File: config.mk
export PLATFORM = sky130hd
export DESIGN_NAME = mpcs_host
export DESIGN_NICKNAME = d
export VERILOG_FILES = /design/src/mpcs_host.v /design/src/mpcs_cmd_out.v
export VERILOG_INCLUDE_DIRS = /design/src /design/src/src
export SDC_FILE = /design/constraint.sdc
export NUM_CORES = 1
export LEC_CHECK = 0
export BUFFER_PORTS_ARGS = -buffer_cell sky130_fd_sc_hd__buf_2
export CORE_ASPECT_RATIO = 0.5
export CORE_UTILIZATION = 50
export DETAILED_ROUTE_END_ITERATION = 10
export PLACE_DENSITY = 0.68
export SKIP_CTS_REPAIR_TIMING = 1
export SLEW_MARGIN = 20
export SYNTH_ARGS = -nofsm -noshare
export SYNTH_HDL_FRONTEND = slang
export SYNTH_SLANG_ARGS = --single-unit
File: constraint.sdc
create_clock -name clk -period 6.29 [get_ports clk]
set_input_delay 0.9435 -clock clk [delete_from_list [all_inputs] [get_ports clk]]
set_output_delay 0.9435 -clock clk [all_outputs]
set_load 0.03 [all_outputs]
File: src/mpcs_map.vh
// Constants for the media pipe command sequencer host controller.
// Assumes a 32-bit APB register port and a valid/ready command link.
`ifndef MPCS_MAP_VH
`define MPCS_MAP_VH
`define MPCS_OFF_CTRL     12'h000
`define MPCS_OFF_STATUS   12'h004
`define MPCS_OFF_GROUP    12'h008
`define MPCS_OFF_COUNT    12'h00C
`define MPCS_OFF_SYSRT    12'h010
`define MPCS_CTRL_START   0
`define MPCS_CTRL_SELECT  1
`define MPCS_CTRL_SYSRT   2
`define MPCS_CTRL_CURBE   3
`define MPCS_CTRL_BARRIER 4
`define MPCS_CTRL_DEP     5
`define MPCS_CTRL_SYNC    6
`define MPCS_CTRL_RESET   32'h0000_0000
`define MPCS_CMD_FLUSH    4'h1
`define MPCS_CMD_SELECT   4'h2
`define MPCS_CMD_BASE     4'h3
`define MPCS_CMD_SYSRT    4'h4
`define MPCS_CMD_FECFG    4'h5
`define MPCS_CMD_CURBE    4'h6
`define MPCS_CMD_IDLOAD   4'h7
`define MPCS_CMD_GATEWAY  4'h8
`define MPCS_CMD_PERSIST  4'h9
`define MPCS_CMD_FENCE    4'hA
`define MPCS_CMD_ARB      4'hB
`define MPCS_CMD_WORK     4'hC
`define MPCS_FLAG_FEFLUSH 0
`define MPCS_FLAG_PERSIST 1
`define MPCS_STAT_CLR     6
`endif

File: src/mpcs_host.v
// Host controller issuing ordered media pipe commands to the device.
// Assumes APB from software and a valid/ready command port to the device.
//
// Chosen here: the address map and the APB slave port.
`timescale 1ns/1ps
`include "mpcs_map.vh"
module mpcs_host
(
  input  wire        clk,
  input  wire        resetn,
  input  wire        psel,
  input  wire        penable,
  input  wire        pwrite,
  input  wire [11:0] paddr,
  input  wire [31:0] pwdata,
  output reg  [31:0] prdata,
  output reg         pready,
  output reg         pslverr,
  output wire        cmd_valid,
  output wire [3:0]  cmd_op,
  output wire [27:0] cmd_arg,
  input  wire        cmd_ready,
  input  wire        seq_error
);
  localparam S_IDLE   = 4'h0;
  localparam S_FLUSH  = 4'h1;
  localparam S_SELECT = 4'h2;
  localparam S_BASE   = 4'h3;
  localparam S_SYSRT  = 4'h4;
  localparam S_FECFG  = 4'h5;
  localparam S_CURBE  = 4'h6;
  localparam S_IDLOAD = 4'h7;
  localparam S_GATE   = 4'h8;
  localparam S_PERS   = 4'h9;
  localparam S_FENCE  = 4'hA;
  localparam S_ARBOFF = 4'hB;
  localparam S_WORK   = 4'hC;
  localparam S_ARBON  = 4'hD;
  localparam S_DONE   = 4'hE;

  reg  [31:0] ctrl_q;
  reg  [15:0] group_q;
  reg  [15:0] count_q;
  reg  [27:0] sysrt_q;
  reg  [3:0]  state_q;
  reg  [3:0]  state_d;
  reg  [15:0] left_q;
  reg         err_q;
  reg         done_q;
  reg         load;
  reg  [3:0]  op;
  reg  [27:0] arg;
  wire        busy;
  wire        apb_wr;
  wire        apb_rd;
  wire        mapped;

  assign apb_wr = psel && penable && pwrite;
  assign apb_rd = psel && !penable && !pwrite;
  assign mapped = (paddr == `MPCS_OFF_CTRL) || (paddr == `MPCS_OFF_STATUS) ||
                  (paddr == `MPCS_OFF_GROUP) || (paddr == `MPCS_OFF_COUNT) ||
                  (paddr == `MPCS_OFF_SYSRT);

  // Zero wait state slave; read data set up during the setup cycle
  always @(posedge clk or negedge resetn)
  begin
    if (!resetn)
    begin
      pready  <= 1'b0;
      pslverr <= 1'b0;
      prdata  <= 32'h0000_0000;
    end
    else
    begin
      pready  <= psel && !penable;
      pslverr <= psel && !penable && !mapped;
      if (apb_rd)
      begin
        case (paddr)
          `MPCS_OFF_CTRL:   prdata <= ctrl_q;
          `MPCS_OFF_STATUS: prdata <= {24'h00_0000, err_q, done_q, state_q != S_IDLE,
                                       state_q, busy};
          `MPCS_OFF_GROUP:  prdata <= {16'h0000, group_q};
          `MPCS_OFF_COUNT:  prdata <= {16'h0000, left_q};
          `MPCS_OFF_SYSRT:  prdata <= {4'h0, sysrt_q};
          default:          prdata <= 32'h0000_0000;
        endcase
      end
    end
  end

  wire wr_now = apb_wr && pready;

  always @(posedge clk or negedge resetn)
  begin
    if (!resetn)
    begin
      ctrl_q  <= `MPCS_CTRL_RESET;
      group_q <= 16'h0000;
      count_q <= 16'h0000;
      sysrt_q <= 28'h000_0000;
    end
    else if (wr_now)
    begin
      case (paddr)
        `MPCS_OFF_CTRL:  ctrl_q  <= pwdata;
        `MPCS_OFF_GROUP: group_q <= pwdata[15:0];
        `MPCS_OFF_COUNT: count_q <= pwdata[15:0];
        `MPCS_OFF_SYSRT: sysrt_q <= pwdata[27:0];
        default:         ctrl_q  <= ctrl_q;
      endcase
    end
    else if (state_q == S_FLUSH)
      ctrl_q[`MPCS_CTRL_START] <= 1'b0;
  end

  wire start    = ctrl_q[`MPCS_CTRL_START];
  wire barrier  = ctrl_q[`MPCS_CTRL_BARRIER];
  // Synchronized items need arbitration off even outside a barrier group
  wire sync     = ctrl_q[`MPCS_CTRL_SYNC];
  wire sent     = !busy;

  // Sequencer: one command issued per state from S_FLUSH to S_ARBON (none in S_IDLE or S_DONE), one per work item in S_WORK; advance once output is free
  always @*
  begin
    state_d = state_q;
    load    = 1'b0;
    op      = 4'h0;
    arg     = 28'h000_0000;
    case (state_q)
      S_IDLE:
        if (start)
          state_d = S_FLUSH;
      S_FLUSH:
        if (sent)
        begin
          load    = 1'b1;
          op      = `MPCS_CMD_FLUSH;
          state_d = ctrl_q[`MPCS_CTRL_SELECT] ? S_SELECT : S_BASE;
        end
      S_SELECT:
        if (sent)
        begin
          load    = 1'b1;
          op      = `MPCS_CMD_SELECT;
          state_d = S_BASE;
        end
      S_BASE:
        if (sent)
        begin
          load    = 1'b1;
          op      = `MPCS_CMD_BASE;
          state_d = ctrl_q[`MPCS_CTRL_SYSRT] ? S_SYSRT : S_FECFG;
        end
      S_SYSRT:
        if (sent)
        begin
          load    = 1'b1;
          op      = `MPCS_CMD_SYSRT;
          arg     = sysrt_q;
          state_d = S_FECFG;
        end
      S_FECFG:
        if (sent)
        begin
          load    = 1'b1;
          op      = `MPCS_CMD_FECFG;
          state_d = ctrl_q[`MPCS_CTRL_CURBE] ? S_CURBE : S_IDLOAD;
        end
      S_CURBE:
        if (sent)
        begin
          load    = 1'b1;
          op      = `MPCS_CMD_CURBE;
          state_d = S_IDLOAD;
        end
      S_IDLOAD:
        if (sent)
        begin
          load    = 1'b1;
          op      = `MPCS_CMD_IDLOAD;
          state_d = barrier ? S_GATE : (sync ? S_ARBOFF : S_WORK);
        end
      S_GATE:
        if (sent)
        begin
          load    = 1'b1;
          op      = `MPCS_CMD_GATEWAY;
          arg     = {12'h000, group_q};
          state_d = S_PERS;
        end
      S_PERS:
        if (sent)
        begin
          load    = 1'b1;
          op      = `MPCS_CMD_PERSIST;
          arg[`MPCS_FLAG_FEFLUSH] = 1'b1;
          arg[`MPCS_FLAG_PERSIST] = 1'b1;
          state_d = S_FENCE;
        end
      S_FENCE:
        if (sent)
        begin
          load    = 1'b1;
          op      = `MPCS_CMD_FENCE;
          arg     = {11'h000, ctrl_q[`MPCS_CTRL_DEP], group_q};
          state_d = S_ARBOFF;
        end
      S_ARBOFF:
        if (sent)
        begin
          load    = 1'b1;
          op      = `MPCS_CMD_ARB;
          arg     = 28'h000_0000;
          state_d = S_WORK;
        end
      S_WORK:
        if (left_q == 16'h0000)
          state_d = (barrier || sync) ? S_ARBON : S_DONE;
        else if (sent)
        begin
          load    = 1'b1;
          op      = `MPCS_CMD_WORK;
          arg     = {11'h000, sync, left_q};
        end
      S_ARBON:
        if (sent)
        begin
          load    = 1'b1;
          op      = `MPCS_CMD_ARB;
          arg     = 28'h000_0001;
          state_d = S_DONE;
        end
      S_DONE:
        if (sent)
          state_d = S_IDLE;
      default:
        state_d = S_IDLE;
    endcase
    if (seq_error && state_q != S_IDLE)
    begin
      state_d = S_IDLE;
      load    = 1'b0;
    end
  end

  // Work count reloads per run; state is not resent mid-run, no reflush needed
  always @(posedge clk or negedge resetn)
  begin
    if (!resetn)
    begin
      state_q <= S_IDLE;
      left_q  <= 16'h0000;
      err_q   <= 1'b0;
      done_q  <= 1'b0;
    end
    else
    begin
      state_q <= state_d;
      if (state_q == S_IDLE && start)
        left_q <= count_q;
      else if (state_q == S_WORK && load)
        left_q <= left_q - 16'h0001;
      // Hardware set wins over a software clear in the same cycle
      if (seq_error)
        err_q <= 1'b1;
      else if (wr_now && paddr == `MPCS_OFF_STATUS && pwdata[`MPCS_STAT_CLR])
        err_q <= 1'b0;
      if (state_q == S_DONE && sent)
        done_q <= 1'b1;
      else if (state_q == S_IDLE && start)
        done_q <= 1'b0;
    end
  end

  mpcs_cmd_out u_out
  (
    .clk       (clk),
    .resetn    (resetn),
    .load      (load),
    .op        (op),
    .arg       (arg),
    .busy      (busy),
    .cmd_valid (cmd_valid),
    .cmd_op    (cmd_op),
    .cmd_arg   (cmd_arg),
    .cmd_ready (cmd_ready)
  );
endmodule

File: src/mpcs_cmd_out.v
// Command output stage: holds one command word until the device takes it.
// Assumes the device side accepts on cmd_valid and cmd_ready both high.
`timescale 1ns/1ps
`include "mpcs_map.vh"
module mpcs_cmd_out
(
  input  wire        clk,
  input  wire        resetn,
  input  wire        load,
  input  wire [3:0]  op,
  input  wire [27:0] arg,
  output wire        busy,
  output reg         cmd_valid,
  output reg  [3:0]  cmd_op,
  output reg  [27:0] cmd_arg,
  input  wire        cmd_ready
);
  assign busy = cmd_valid;

  always @(posedge clk or negedge resetn)
  begin
    if (!resetn)
    begin
      cmd_valid <= 1'b0;
      cmd_op    <= 4'h0;
      cmd_arg   <= 28'h000_0000;
    end
    else if (!cmd_valid && load)
    begin
      cmd_valid <= 1'b1;
      cmd_op    <= op;
      cmd_arg   <= arg;
    end
    else if (cmd_valid && cmd_ready)
      cmd_valid <= 1'b0;
  end
endmodule

Word level (Yosys, flattened, before mapping) --
Cells that the tools add are included.
Word-level totals: word-level logic and storage cells 152, input port bits 51, flip-flop bits (word level) 181
Cells by class: mux-type cells 62, reduce and logical (&&, ||, !) cells 40, add/subtract/negate cells 1, eq/ne operators 34
Operators with widths (number):
- $pmux W32 S5 | 1
- $pmux W26 S5 | 1
- $mux W4 | 22
- $pmux W4 S15 | 1
- $mux W28 | 2
- $mux W16 | 3
- $pmux W4 S12 | 1
- $ne A3 B3 Y1 const B | 15
- $mux W17 | 2
- $eq A4 B4 Y1 const B | 7
- $eq A12 B4 Y1 const B | 2
- $mux W3 | 6
- $mux W1 | 17
- $eq A4 B3 Y1 const B | 4
- $logic_not A16 Y1 | 1
- $sub A16 B1 Y16 const B | 1
- $reduce_and A15 Y1 | 1
- $logic_and A1 B1 Y1 | 14
- $eq A12 B3 Y1 const B | 1
- $eq A12 B5 Y1 const B | 1
- $logic_not A12 Y1 | 1
- $pmux W2 S6 | 1
- $reduce_or A12 Y1 | 1
- $reduce_and A2 Y1 | 5
- 11 further kinds | 26

Logic depth before layout (Yosys ltp) --
Gate-level depths: netlist of the first run.
depth in word-level cells 7, depth in mapped cells 8

Modules after synthesis --
A second synthesis of the first run with hierarchy kept.
Unflattened totals: cell total of the unflattened synthesis 793, area, all modules 8932.3 um2
Modules (own cells, without submodules):
- mpcs_host | seq. area each 3703.6 um2, area each 7539.7 um2, times used 1, cells an instance 720
- mpcs_cmd_out | seq. area each 825.8 um2, area each 1392.6 um2, times used 1, cells an instance 73

Worst setup path before layout of the first run --
OpenSTA, ideal clock, no wires.
kind in2reg, start point in paddr[1], end point reg sysrt_q[10], data required time 6.165 ns, arrival time 2.827 ns, setup time 0.125 ns, stages on the path 7, setup slack 3.338 ns, buffers on the path 2, cell sequence or4_1 -> nor3_1 -> and3_1 -> and2_1 -> buf_2 -> buf_2 -> mux2_2
On the way: word-level cells in the longest chain between the ends 2
Ends and longest elaborated chain:
- start: declaration | RTL line mpcs_host.v:14 | input wire [11:0] paddr,
- $eq A12 B5 Y1 | RTL line mpcs_host.v:105 | case (paddr)
- $reduce_and A2 Y1 (no line)
- end signal: assignment | RTL line mpcs_host.v:109 | `MPCS_OFF_SYSRT: sysrt_q <= pwdata[27:0];
- end: declaration | RTL line mpcs_host.v:44 | reg [27:0] sysrt_q;
No other way between the ends. A chain may end at the register's enable or synchronous reset.

Worst setup path after layout of the first run --
start point in paddr[1], end point reg ctrl_q[1]
On the way: word-level cells in the longest chain between the ends 2
Ends and longest elaborated chain:
- $logic_not A12 Y1 | RTL line mpcs_host.v:105
- $reduce_and A2 Y1 (no line)
- end signal: assignment | RTL line mpcs_host.v:98 | ctrl_q <= `MPCS_CTRL_RESET;
- end signal: assignment | RTL line mpcs_host.v:106 | `MPCS_OFF_CTRL: ctrl_q <= pwdata;
- end signal: assignment | RTL line mpcs_host.v:110 | default: ctrl_q <= ctrl_q;
- end: declaration | RTL line mpcs_host.v:41 | reg [31:0] ctrl_q;
No other way between the ends.

==> results of run 1 <==
[per-layer routing]
metal / track usage [%] / wire [um] / part of all wire, % / up-vias
met3: 7.05 / 1720 / 7.8 / 27
li1: - / - / - / 2918
met2: 41.1 / 9840 / 44 / 259
met5: 0 / 0 / 0 / -
met4: 7.78 / 330 / 1.5 / 0
met1: 40.3 / 10300 / 46 / 3299
[sequential cells by signal (all words and copies together) (netlist names), 4 cells and up]
name and count:
ctrl_q 32, prdata 32, sysrt_q 28, u_out.cmd_arg 28, count_q 16, group_q 16, left_q 16, state_q 4
u_out.cmd_op 4
[worst max path at each step]
stage	from	to
6_report	paddr[1]	ctrl_q[1]$_DFFE_PN0P_
3_3_place_gp	paddr[1]	sysrt_q[2]$_DFFE_PN0P_
5_1_grt	state_q[2]$_DFFE_PN0P_	u_out.cmd_op[1]$_DFFE_PN0P_
4_1_cts	paddr[1]	sysrt_q[4]$_DFFE_PN0P_
3_5_place_dp	paddr[1]	sysrt_q[7]$_DFFE_PN0P_
2_1_floorplan	paddr[1]	sysrt_q[10]$_DFFE_PN0P_
[final cells by class]
cell class | instances | area share (%)
sequential | 181 | 47.2
multi-input combinational | 488 | 36.5
clock inverter | 15 | 1.63
tap | 221 | 2.88
clock buffer | 17 | 4.43
inverter | 8 | 0.313
timing repair buffer | 129 | 7.10
[Yosys cell counts (all sizes together) (2+ instances only)]
| library cell | number |
|---|---|
| inv | 8 |
| a221oi | 4 |
| nand4b | 2 |
| a21oi | 11 |
| buf | 23 |
| o311ai | 3 |
| nor4 | 4 |
| nand3 | 14 |
| and3 | 5 |
| o31ai | 2 |
| o21ai | 94 |
| a222oi | 23 |
| or3 | 6 |
| mux2i | 17 |
| dfrtp | 181 |
| a31oi | 8 |
| a22oi | 21 |
| nor2 | 24 |
| or4 | 8 |
| nand4 | 3 |
| xor2 | 8 |
| nor3 | 6 |
| o41a | 2 |
| o221ai | 9 |
| a21o | 2 |
| a32o | 2 |
| a211oi | 2 |
| and2 | 6 |
| nand2 | 78 |
| nand2b | 10 |
| clkbuf | 33 |
| mux2 | 92 |
| nor2b | 3 |
[tightest hold or removal path: stages, from the launching register on]
cell and delay (ns):
dfrtp_1 0.34, nand2_1 0.05, nand2_1 0.05
[logic make-up after synthesis]
kind of cell / after synthesis / synth area share, %
XOR/XNOR: 9 / 0.949
buffers and inverters: 64 / 3.45
AO/OA/AOI/OAI: 193 / 15.7
adder cells (fa/ha/maj): 1 / 0.151
flip-flops: 181 / 54.5
AND/OR/NAND/NOR: 175 / 10.4
multiplexers: 110 / 14.8
[metrics by stage]
step / util (%) / hold slack, ns / instances / worst slack (ns)
4_1_cts: 60.7 / 0.470 / 1059 / 2.60
5_1_grt: 60.7 / 0.510 / 1059 / 2.74
6_report: 60.7 / 0.466 / 1059 / 2.96
3_3_place_gp: 57.0 / 0.447 / 1027 / 2.23
3_5_place_dp: 57.0 / 0.451 / 1027 / 2.18
2_1_floorplan: - / 0.445 / 733 / 3.34
[power by group through the flow]
stage,Clock (W),Combinational (W),Sequential [W]
after floorplan,0,0.000300,0.00130
after global placement,0,0.000479,0.00129
after detailed placement,0,0.000484,0.00129
after CTS,0.00107,0.000486,0.00126
after global routing,0.00113,0.000532,0.00127
final,0.00106,0.000490,0.00127
==> summary.md, run 1 <==
| Metric | Value |
|---|---|
| Final setup viols | 0 |
| CP Buf/Inv Count | 3 |
| Critical-path maximum fanout | 25 |
| Leading cell type in the layout, fill and taps excluded | dfrtp_1 |
| Synthesized Nets | between 700 and 800 |
| PwrDens | around 290 nW/um^2 |
| Register area | 4530 um^2 |
| Yosys cell types | 64 |
| Top_reg_cell synth | dfrtp_1 |
| Unrepaired setup endpoints after global routing | no |
| Pin count of the biggest net entering global routing | 94 |
| Slew headroom | ~30% |
| Initial DRC Count | 648 |
| Final wirelength | 22200 um |
| Netlist Area Pre-Place | around 8300 um^2 |
| Area leader, netlist | dfrtp_1 |
| Vias in the first global route | roughly 6500 |
| Port Buffers | approximately 120 |
| HP Start | prdata[30]$_DFFE_PN0P_ |
| # fillers | between 1000 and 1500 |
| CTS Buf Count | 17 |
| Vias per cell | approximately 6.1 |
| Sequential fraction of the synthesis area | a little over half |
| Peak VDD IR | about 0.00018 V |
| Post-synth ARST share | 100% |
| # DRC | 0 |
| Final Cycle Share | around 53% |
| Crit-path cells | buf_2 > or4_1 > nor4_2 > buf_4 > and2_1 > nand2_1 > buf_4 > mux2_2 |
| Core Area | ~16000 um^2 |
| NetSw | 0.000939 W |
| First-pass GRT wire length | 35900 um |
| Die height | 93.1 um |
| Worst stage delay on the critical path | approximately 0.84 ns |
| Sw Ratio | between 30% and 40% |
| Drt wl/cell | ~21 um |
| Highest clock rate | 300 MHz |
| Final #Nets | around 900 |
| Area Overhead vs Synth | 15.6% |
| Clk_lat worst skew | about 0.43 ns |
| Setup crit end kind | flop |
| H-tree levels | 4 |
| Vias | between 6000 and 7000 |
| Top-area cell type share of the netlist area | 54.5% |
| Lkg Pwr | approximately 4.5 nW |
| I/O pin count | around 120 |
| Worst R2R Start | state_q[1]$_DFFE_PN0P_ |
| Rows | 32 |
| Initial antenna violation count | 0 |
| Clk slew on worst S/H paths | 0.08 ns |
| Chip width | 184 um |
| Placer Congestion | 0.891 |
| Worst Skew | around 0.017 ns |
| Status | complete, no violations |
| R2R cell count | 5 |
| Sequential share of power | 45.0% |
| CTS tree | yes |
| ANT nets after route | 0 |
| Multi-input gate area | 3500 um^2 |
| GRT Residual Overflow | 0 |
| Clock share of power | roughly 38% |
| Slowest CP cell | and2_1 |
| Overall global routing resource usage | around 28% |
| Yosys warnings | 0 |
| Crit path launch type | primary input |
| Yosys reg bits | between 150 and 200 |
| CTS Root Cell | clkbuf_16 |
| Max Buffers Root-to-Sink | 2 |
| Register-to-register setup slack | roughly 3.0 ns |
| Setup TNS | 0 ns |
| CP required | approximately 6.6 ns |
| Min-Delay Endpoint | prdata[30]$_DFFE_PN0P_ |
| Crit path kind | in -> reg |
| Crit path DAT | around 3.6 ns |
| Fraction of layout cells with a size suffix above 1 | 32.3% |
| Clock Sinks | 181 |
| Avg Cell Area, Syn | around 11 um^2 |
| DP Area | ~9000 um^2 |
| MaxCap Viol Count | 0 |
| WHS Path Cells | 2 |
| Number of cells on the critical path | 8 |
| 1st-pass router iterations | 6 |
| Slew @ Worst Pin | around 1.0 ns |
| Reg-to-Reg End | u_out.cmd_op[1]$_DFFE_PN0P_ |
| Most frequent cells in the layout | 181 x dfrtp_1, 116 x buf_2, 92 x mux2_2 |
| Design Area, Final | about 9600 um^2 |
| Fin crit period | roughly 3.3 ns |
| Top cells by area, synth | dfrtp_1 55%, mux2_2 12%, o21ai_0 5.5%, nand2_1 3.5%, a222oi_1 2.8% |
| Cell Int Power | approximately 0.0019 W |
| CP dominant cell by count | buf_4 |
| Final Hold Fails | 0 |
| Die area | ~17000 um^2 |
| Type of the tightest min-delay check | reg -> reg |
| Logic gate share of total power | 17.4% |
| Tot Pwr | roughly 0.0028 W |
| Ant. Diodes | 0 |
| Critical path's top delay family | simple AND/OR/NAND/NOR gates |
| Initial Util | approximately 53% |
| Synthesized instance count | approximately 730 |
| Final Max Slew Viols | 0 |
| Post-synth EDFFs | 0 |
| HPWL Detailed | approximately 15000 um |
No activity file was read; power rests on OpenSTA's default activity.
==> run 2: changes to the inputs <==
--- a/config.mk
+++ b/config.mk
@@ -10,7 +10,7 @@
 export CORE_ASPECT_RATIO = 0.5
 export CORE_UTILIZATION = 50
 export DETAILED_ROUTE_END_ITERATION = 10
-export PLACE_DENSITY = 0.68
+export PLACE_DENSITY = 0.71
 export SKIP_CTS_REPAIR_TIMING = 1
 export SLEW_MARGIN = 20
 export SYNTH_ARGS = -nofsm -noshare
==> constraint.sdc (replaced) <==
create_clock -name clk -period 3 [get_ports clk]
set_input_delay 0.45 -clock clk [delete_from_list [all_inputs] [get_ports clk]]
set_output_delay 0.45 -clock clk [all_outputs]
set_load 0.03 [all_outputs]
==> run 2 against run 1 <==
Compared with the run above:
- wire length increased by 3.3%
- critical path depth decreased by 2
- register-to-register slack got worse by 2.8 ns
- clock-buffer cell count unchanged
- via count increased by 1.9%
- global-route usage increased by 0.77 points
- critical path type is now reg -> reg
==> summary.md, run 2 (synthesis gave the netlist of run 1 again) <==
| Metric | Value |
|---|---|
| HP Start | cmd_ready |
| Clk_lat worst skew | ~0.44 ns |
| Final Cycle Share | about 95% |
| Vias per cell | between 6 and 7 |
| Critical-path maximum fanout | 19 |
| CP required | between 3 and 4 ns |
| Leading cell type in the layout, fill and taps excluded | dfrtp_1 |
| Peak VDD IR | between 0.0004 and 0.0005 V |
| MaxCap Viol Count | 0 |
| Port Buffers | between 100 and 150 |
| Initial Util | 52.5% |
| CTS Buf Count | 17 |
| Pin count of the biggest net entering global routing | 54 |
| Core Area | 15800 um^2 |
| Setup crit end kind | flop |
| Cells after DPL | 1051 |
| PwrDens | a little over 600 nW/um^2 |
| Clock Sinks | 181 |
| Final wirelength | between 20000 and 25000 um |
| Type of the tightest min-delay check | in -> reg |
| Clock share of power | between 30% and 40% |
| Largest registers in the final layout | ctrl_q (32), prdata (32) |
| # fillers | 1271 |
| CTS tree | yes |
| Vias | around 6600 |
| Status | complete, no violations |
| Slew headroom | 34.4% |
| Lkg Pwr | roughly 4.7 nW |
| Worst R2R Start | left_q[6]$_DFFE_PN0P_ |
| Clk slew on worst S/H paths | roughly 0.08 ns |
| Ant. Diodes | 0 |
| Final Hold Fails | 0 |
| ANT nets after route | 0 |
| NetSw | approximately 0.0020 W |
| Setup TNS | 0 ns |
| Vias in the first global route | between 6000 and 7000 |
| H-tree levels | 4 |
| Sequential share of power | a little over two fifths |
| Rows | 32 |
| Max Buffers Root-to-Sink | 2 |
| Crit path launch type | flop |
| Overall global routing resource usage | approximately 29% |
| CTS Root Cell | clkbuf_16 |
| Worst Skew | 0.0134 ns |
| Finished Layout Cells | between 1000 and 1500 |
| I/O pin count | between 100 and 150 |
| Initial DRC Count | 710 |
| Fraction of layout cells with a size suffix above 1 | 34.1% |
| Final setup viols | 0 |
| HPWL Detailed | 15600 um |
| Logic gate share of total power | between 10% and 20% |
| Final Max Slew Viols | 0 |
| First-pass GRT wire length | 36600 um |
| Die height | roughly 93 um |
| Drt wl/cell | roughly 21 um |
| Tot Pwr | 0.00613 W |
| Initial antenna violation count | 0 |
| Die area | approximately 17000 um^2 |
| Crit path DAT | 3.15 ns |
| Register-to-register setup slack | 0.15 ns |
| Final #Nets | approximately 900 |
| Worst hold slack | around 0.20 ns |
| Most frequent cells in the layout | 181 x dfrtp_1, 116 x buf_2, 92 x mux2_2 |
| Slew @ Worst Pin | just under 1 ns |
| Highest clock rate | 351 MHz |
| Crit path kind | reg -> reg |
| Area Overhead vs Synth | 19.0% |
| Cell Int Power | ~0.0041 W |
| Placer Congestion | a little over 0.9 |
| Crit path from | left_q[6]$_DFFE_PN0P_ |
| Unrepaired setup endpoints after global routing | no |
| # DRC | 0 |
| Chip width | approximately 180 um |
| 1st-pass router iterations | 10 |
| GRT Residual Overflow | 0 |
| Fin crit period | 2.85 ns |
| Sw Ratio | approximately a third |
## run 2: cell count changes in the layout (fill, tap and decap cells not counted), sizes merged
cell | before | now
bufinv | 0 | 1
clkinv | 5 | 7
dlygate4sd3 | 0 | 1
buf | 129 | 153
inv | 18 | 15
## run 2: critical path, cell delays in order (launching register included)
cell     delay [ns]
dfrtp_1        0.48
or4_4          0.58
or4_4          0.67
a22o_2         0.40
nand2_2        0.26
buf_12         0.20
o21ai_0        0.11
## run 2: layout make-up
type | count | area, um^2 | area share (%)
inverter | 8 | 30.0 | 0.304
timing repair buffer | 154 | 922 | 9.33
tap | 221 | 277 | 2.80
clock buffer | 17 | 425 | 4.30
multi-input combinational | 488 | 3500 | 35.4
sequential | 181 | 4530 | 45.8
clock inverter | 15 | 205 | 2.08
## run 2: power by group through the flow
stage	Clock, W	Combinational, W	Sequential, W
after detailed placement	0	0.00117	0.00264
after CTS	0.00237	0.00118	0.00259
after global routing	0.00247	0.00129	0.00260
after floorplan	0	0.000628	0.00272
final	0.00234	0.00120	0.00259
after global placement	0	0.00116	0.00264
## run 2: final timing paths
kind,to,cells past startpoint
setup / recovery,u_out.cmd_arg[25]$_DFFE_PN0P_,6
hold / removal,u_out.busy$_DFFE_PN0P_,2
setup reg to reg,u_out.cmd_arg[25]$_DFFE_PN0P_,6
hold reg to reg,prdata[31]$_DFFE_PN0P_,2
max in group asynchronous,state_q[0]$_DFFE_PN0P_,3
min in group asynchronous,prdata[22]$_DFFE_PN0P_,2
## run 2: metal layers
layer  wire length [um]  GRT usage [%]  part of all wire (%)  vias to the layer above
met5                  0              0                     0                        -
met4                311           7.57                   1.4                        0
met3               1850           6.46                   8.1                       30
met2              10400           43.2                    45                      280
met1              10300           41.3                    45                     3361
li1                   -              -                     -                     2957
## run 2: stage by stage
step | area (um^2) | setup WS, ns | util (%)
2_1_floorplan | 8310 | 0.542 | -
3_3_place_gp | 9250 | 0.287 | 58.5
3_5_place_dp | 9250 | 0.205 | 58.5
4_1_cts | 9880 | 0.189 | 62.5
5_1_grt | 9890 | 0.0689 | 62.5
6_report | 9890 | 0.152 | 62.5
==> run 3: changes to the inputs <==
==> constraint.sdc (replaced) <==
create_clock -name clk -period 3 [get_ports clk]
set_input_delay 0.15 -clock clk [delete_from_list [all_inputs] [get_ports clk]]
set_output_delay 0.15 -clock clk [all_outputs]
set_load 0.03 [all_outputs]
==> run 3 against run 2 <==
Compared with the run above:
- the flow now finishes with violations (negative hold slack)
- critical endpoint is now u_out.cmd_arg[23]$_DFFE_PN0P_
- clock power down 4%
- critical path depth unchanged
- critical path type unchanged
- die area unchanged
- worst hold slack worse by 0.21 ns
- sequential power about the same
- non-clock buffer count up 12
- register-to-register slack better by 0.12 ns
- largest power group unchanged
- clock-buffer cell count unchanged
- via count up 3.0%
- flip-flop and latch count unchanged
- final area up 0.94%
- first-iteration DRC count up 32%
==> summary.md, run 3 (synthesis gave the netlist of run 1 again) <==
| Metric | Value |
|---|---|
| Slew headroom | 29.3% |
| Min-Delay Endpoint | pready$_DFF_PN0_ |
| Setup TNS | 0 ns |
| First-pass GRT wire length | 37200 um |
| Setup crit end kind | flop |
| HPWL Detailed | between 15000 and 20000 um |
| Chip width | 184 um |
| Clk_lat worst skew | around 0.44 ns |
| Drt wl/cell | around 21 um |
| R2R cell count | 6 |
| PwrDens | 606 nW/um^2 |
| Crit path launch type | flop |
| H-tree levels | 4 |
| Clock Sinks | between 150 and 200 |
| CTS Root Cell | clkbuf_16 |
| Overall global routing resource usage | ~29% |
| Reg-to-Reg End | u_out.cmd_arg[23]$_DFFE_PN0P_ |
| Slew @ Worst Pin | around 1.1 ns |
| Finished Layout Cells | around 1100 |
| Clk slew on worst S/H paths | around 0.080 ns |
| Initial antenna violation count | 0 |
| Vias | between 6000 and 7000 |
| Port Buffers | 117 |
| GRT Residual Overflow | 0 |
| Fin crit period | between 2 and 3 ns |
| Final Hold Fails | 2 |
| Die area | between 15000 and 20000 um^2 |
| Fraction of layout cells with a size suffix above 1 | 32.8% |
| Pin count of the biggest net entering global routing | 82 |
| Final #Nets | about 910 |
| Setup WS pre-CTS | roughly 0.33 ns |
| 1st-pass router iterations | 7 |
| CTS tree | yes |
| Final Cycle Share | between 90% and 100% |
| Design Area, Final | roughly 10000 um^2 |
| # fillers | approximately 1300 |
| Die height | slightly above 90 um |
| Critical path's top delay family | simple AND/OR/NAND/NOR gates |
| CTS Buf Count | 17 |
| Vias in the first global route | ~6500 |
| Final Max Slew Viols | 0 |
| Most frequent cells in the layout | 181 x dfrtp_1, 116 x buf_2, 92 x mux2_2 |
| Final wirelength | ~23000 um |
| HP Start | psel |
| Cells after DPL | 1044 |
| Lkg Pwr | approximately 4.7 nW |
| Rows | 32 |
| CP required | 3.35 ns |
| Register-to-register setup slack | about 0.27 ns |
| Failing checks | negative hold slack |
| Slowest CP cell | or4_4 |
| Crit-path cells | or4_4 > or4_4 > a22oi_4 > buf_4 > o21ai_0 > o21ai_0 |
| WHS Path Cells | 3 |
| Leading cell type in the layout, fill and taps excluded | dfrtp_1 |
| Unrepaired setup endpoints after global routing | no |
| Crit path DAT | a little over 3 ns |
| Area Overhead vs Synth | 20.2% |
| Final setup viols | 0 |
| Status | finished with violations |
| Max Buffers Root-to-Sink | 2 |
| Peak VDD IR | 0.000411 V |
| Ant. Diodes | 0 |
| Vias per cell | 6.23 |
| DP Area | 9180 um^2 |
| Worst Skew | between 0.015 and 0.02 ns |
| Placer Congestion | roughly 0.9 |
| Crit path kind | reg -> reg |
| Type of the tightest min-delay check | in -> reg |
| Worst R2R Start | left_q[6]$_DFFE_PN0P_ |
| Largest registers in the final layout | ctrl_q (32), prdata (32) |
| Initial Util | a little over half |
| # DRC | 0 |
| CP Buf/Inv Count | 1 |
| ANT nets after route | 0 |
| Worst hold slack | -0.0133 ns |
| Worst stage delay on the critical path | 0.67 ns |
| I/O pin count | between 100 and 150 |
| Initial DRC Count | approximately 930 |
| Critical-path maximum fanout | 18 |
| Core Area | between 15000 and 20000 um^2 |
| Worst Slack Setup Final | ~0.27 ns |
| Highest clock rate | 367 MHz |
| MaxCap Viol Count | 0 |
## run 3: changes by cell type in the layout (fill, tap and decap cells not counted), sizes merged
cell and change:
dlygate4sd3 +19, inv +2, buf -7, bufinv -1
clkinv -2, clkinvlp +1
## run 3: layout make-up
class | count | area (um^2) | share of cell area, %
clock inverter | 15 | 173 | 1.73
timing repair buffer | 166 | 1050 | 10.5
tap | 221 | 277 | 2.77
clock buffer | 17 | 425 | 4.26
inverter | 8 | 30.0 | 0.301
sequential | 181 | 4530 | 45.4
multi-input combinational | 488 | 3500 | 35.1
## run 3: worst max path at each step
stage	end	slack, ns	cells after the start	start
after floorplan	u_out.cmd_arg[1]$_DFFE_PN0P_	0.56	7	left_q[6]$_DFFE_PN0P_
after global placement	u_out.cmd_arg[7]$_DFFE_PN0P_	0.41	6	left_q[6]$_DFFE_PN0P_
after detailed placement	u_out.cmd_arg[10]$_DFFE_PN0P_	0.33	6	left_q[6]$_DFFE_PN0P_
after CTS	u_out.cmd_arg[23]$_DFFE_PN0P_	0.32	6	left_q[6]$_DFFE_PN0P_
after global routing	u_out.cmd_arg[22]$_DFFE_PN0P_	0.13	6	left_q[6]$_DFFE_PN0P_
final	u_out.cmd_arg[23]$_DFFE_PN0P_	0.27	6	left_q[6]$_DFFE_PN0P_
## run 3: metal layers
metal / part of all wire, % / track usage (%)
met5: 0 / 0
met1: 44 / 41.2
met4: 1.4 / 8.82
met3: 9.1 / 7.44
met2: 45 / 43.3
## run 3: tightest hold or removal path: stages
cell      delay (ns)
buf_2           0.08
nand2b_1        0.08
inv_1           0.07
## run 3: power breakdown
part | internal (W) | switching [W]
Clock | 0.00113 | 0.00112
Sequential | 0.00252 | 0.000102
Combinational | 0.000378 | 0.000795
Total | 0.00403 | 0.00202
## run 3: metrics by stage
step,power (W),utilization [%]
floorplan,0.00335,-
global placement,0.00376,58.1
detailed placement,0.00378,58.1
CTS,0.00602,61.8
global route,0.00627,63.1
finish,0.00604,63.1
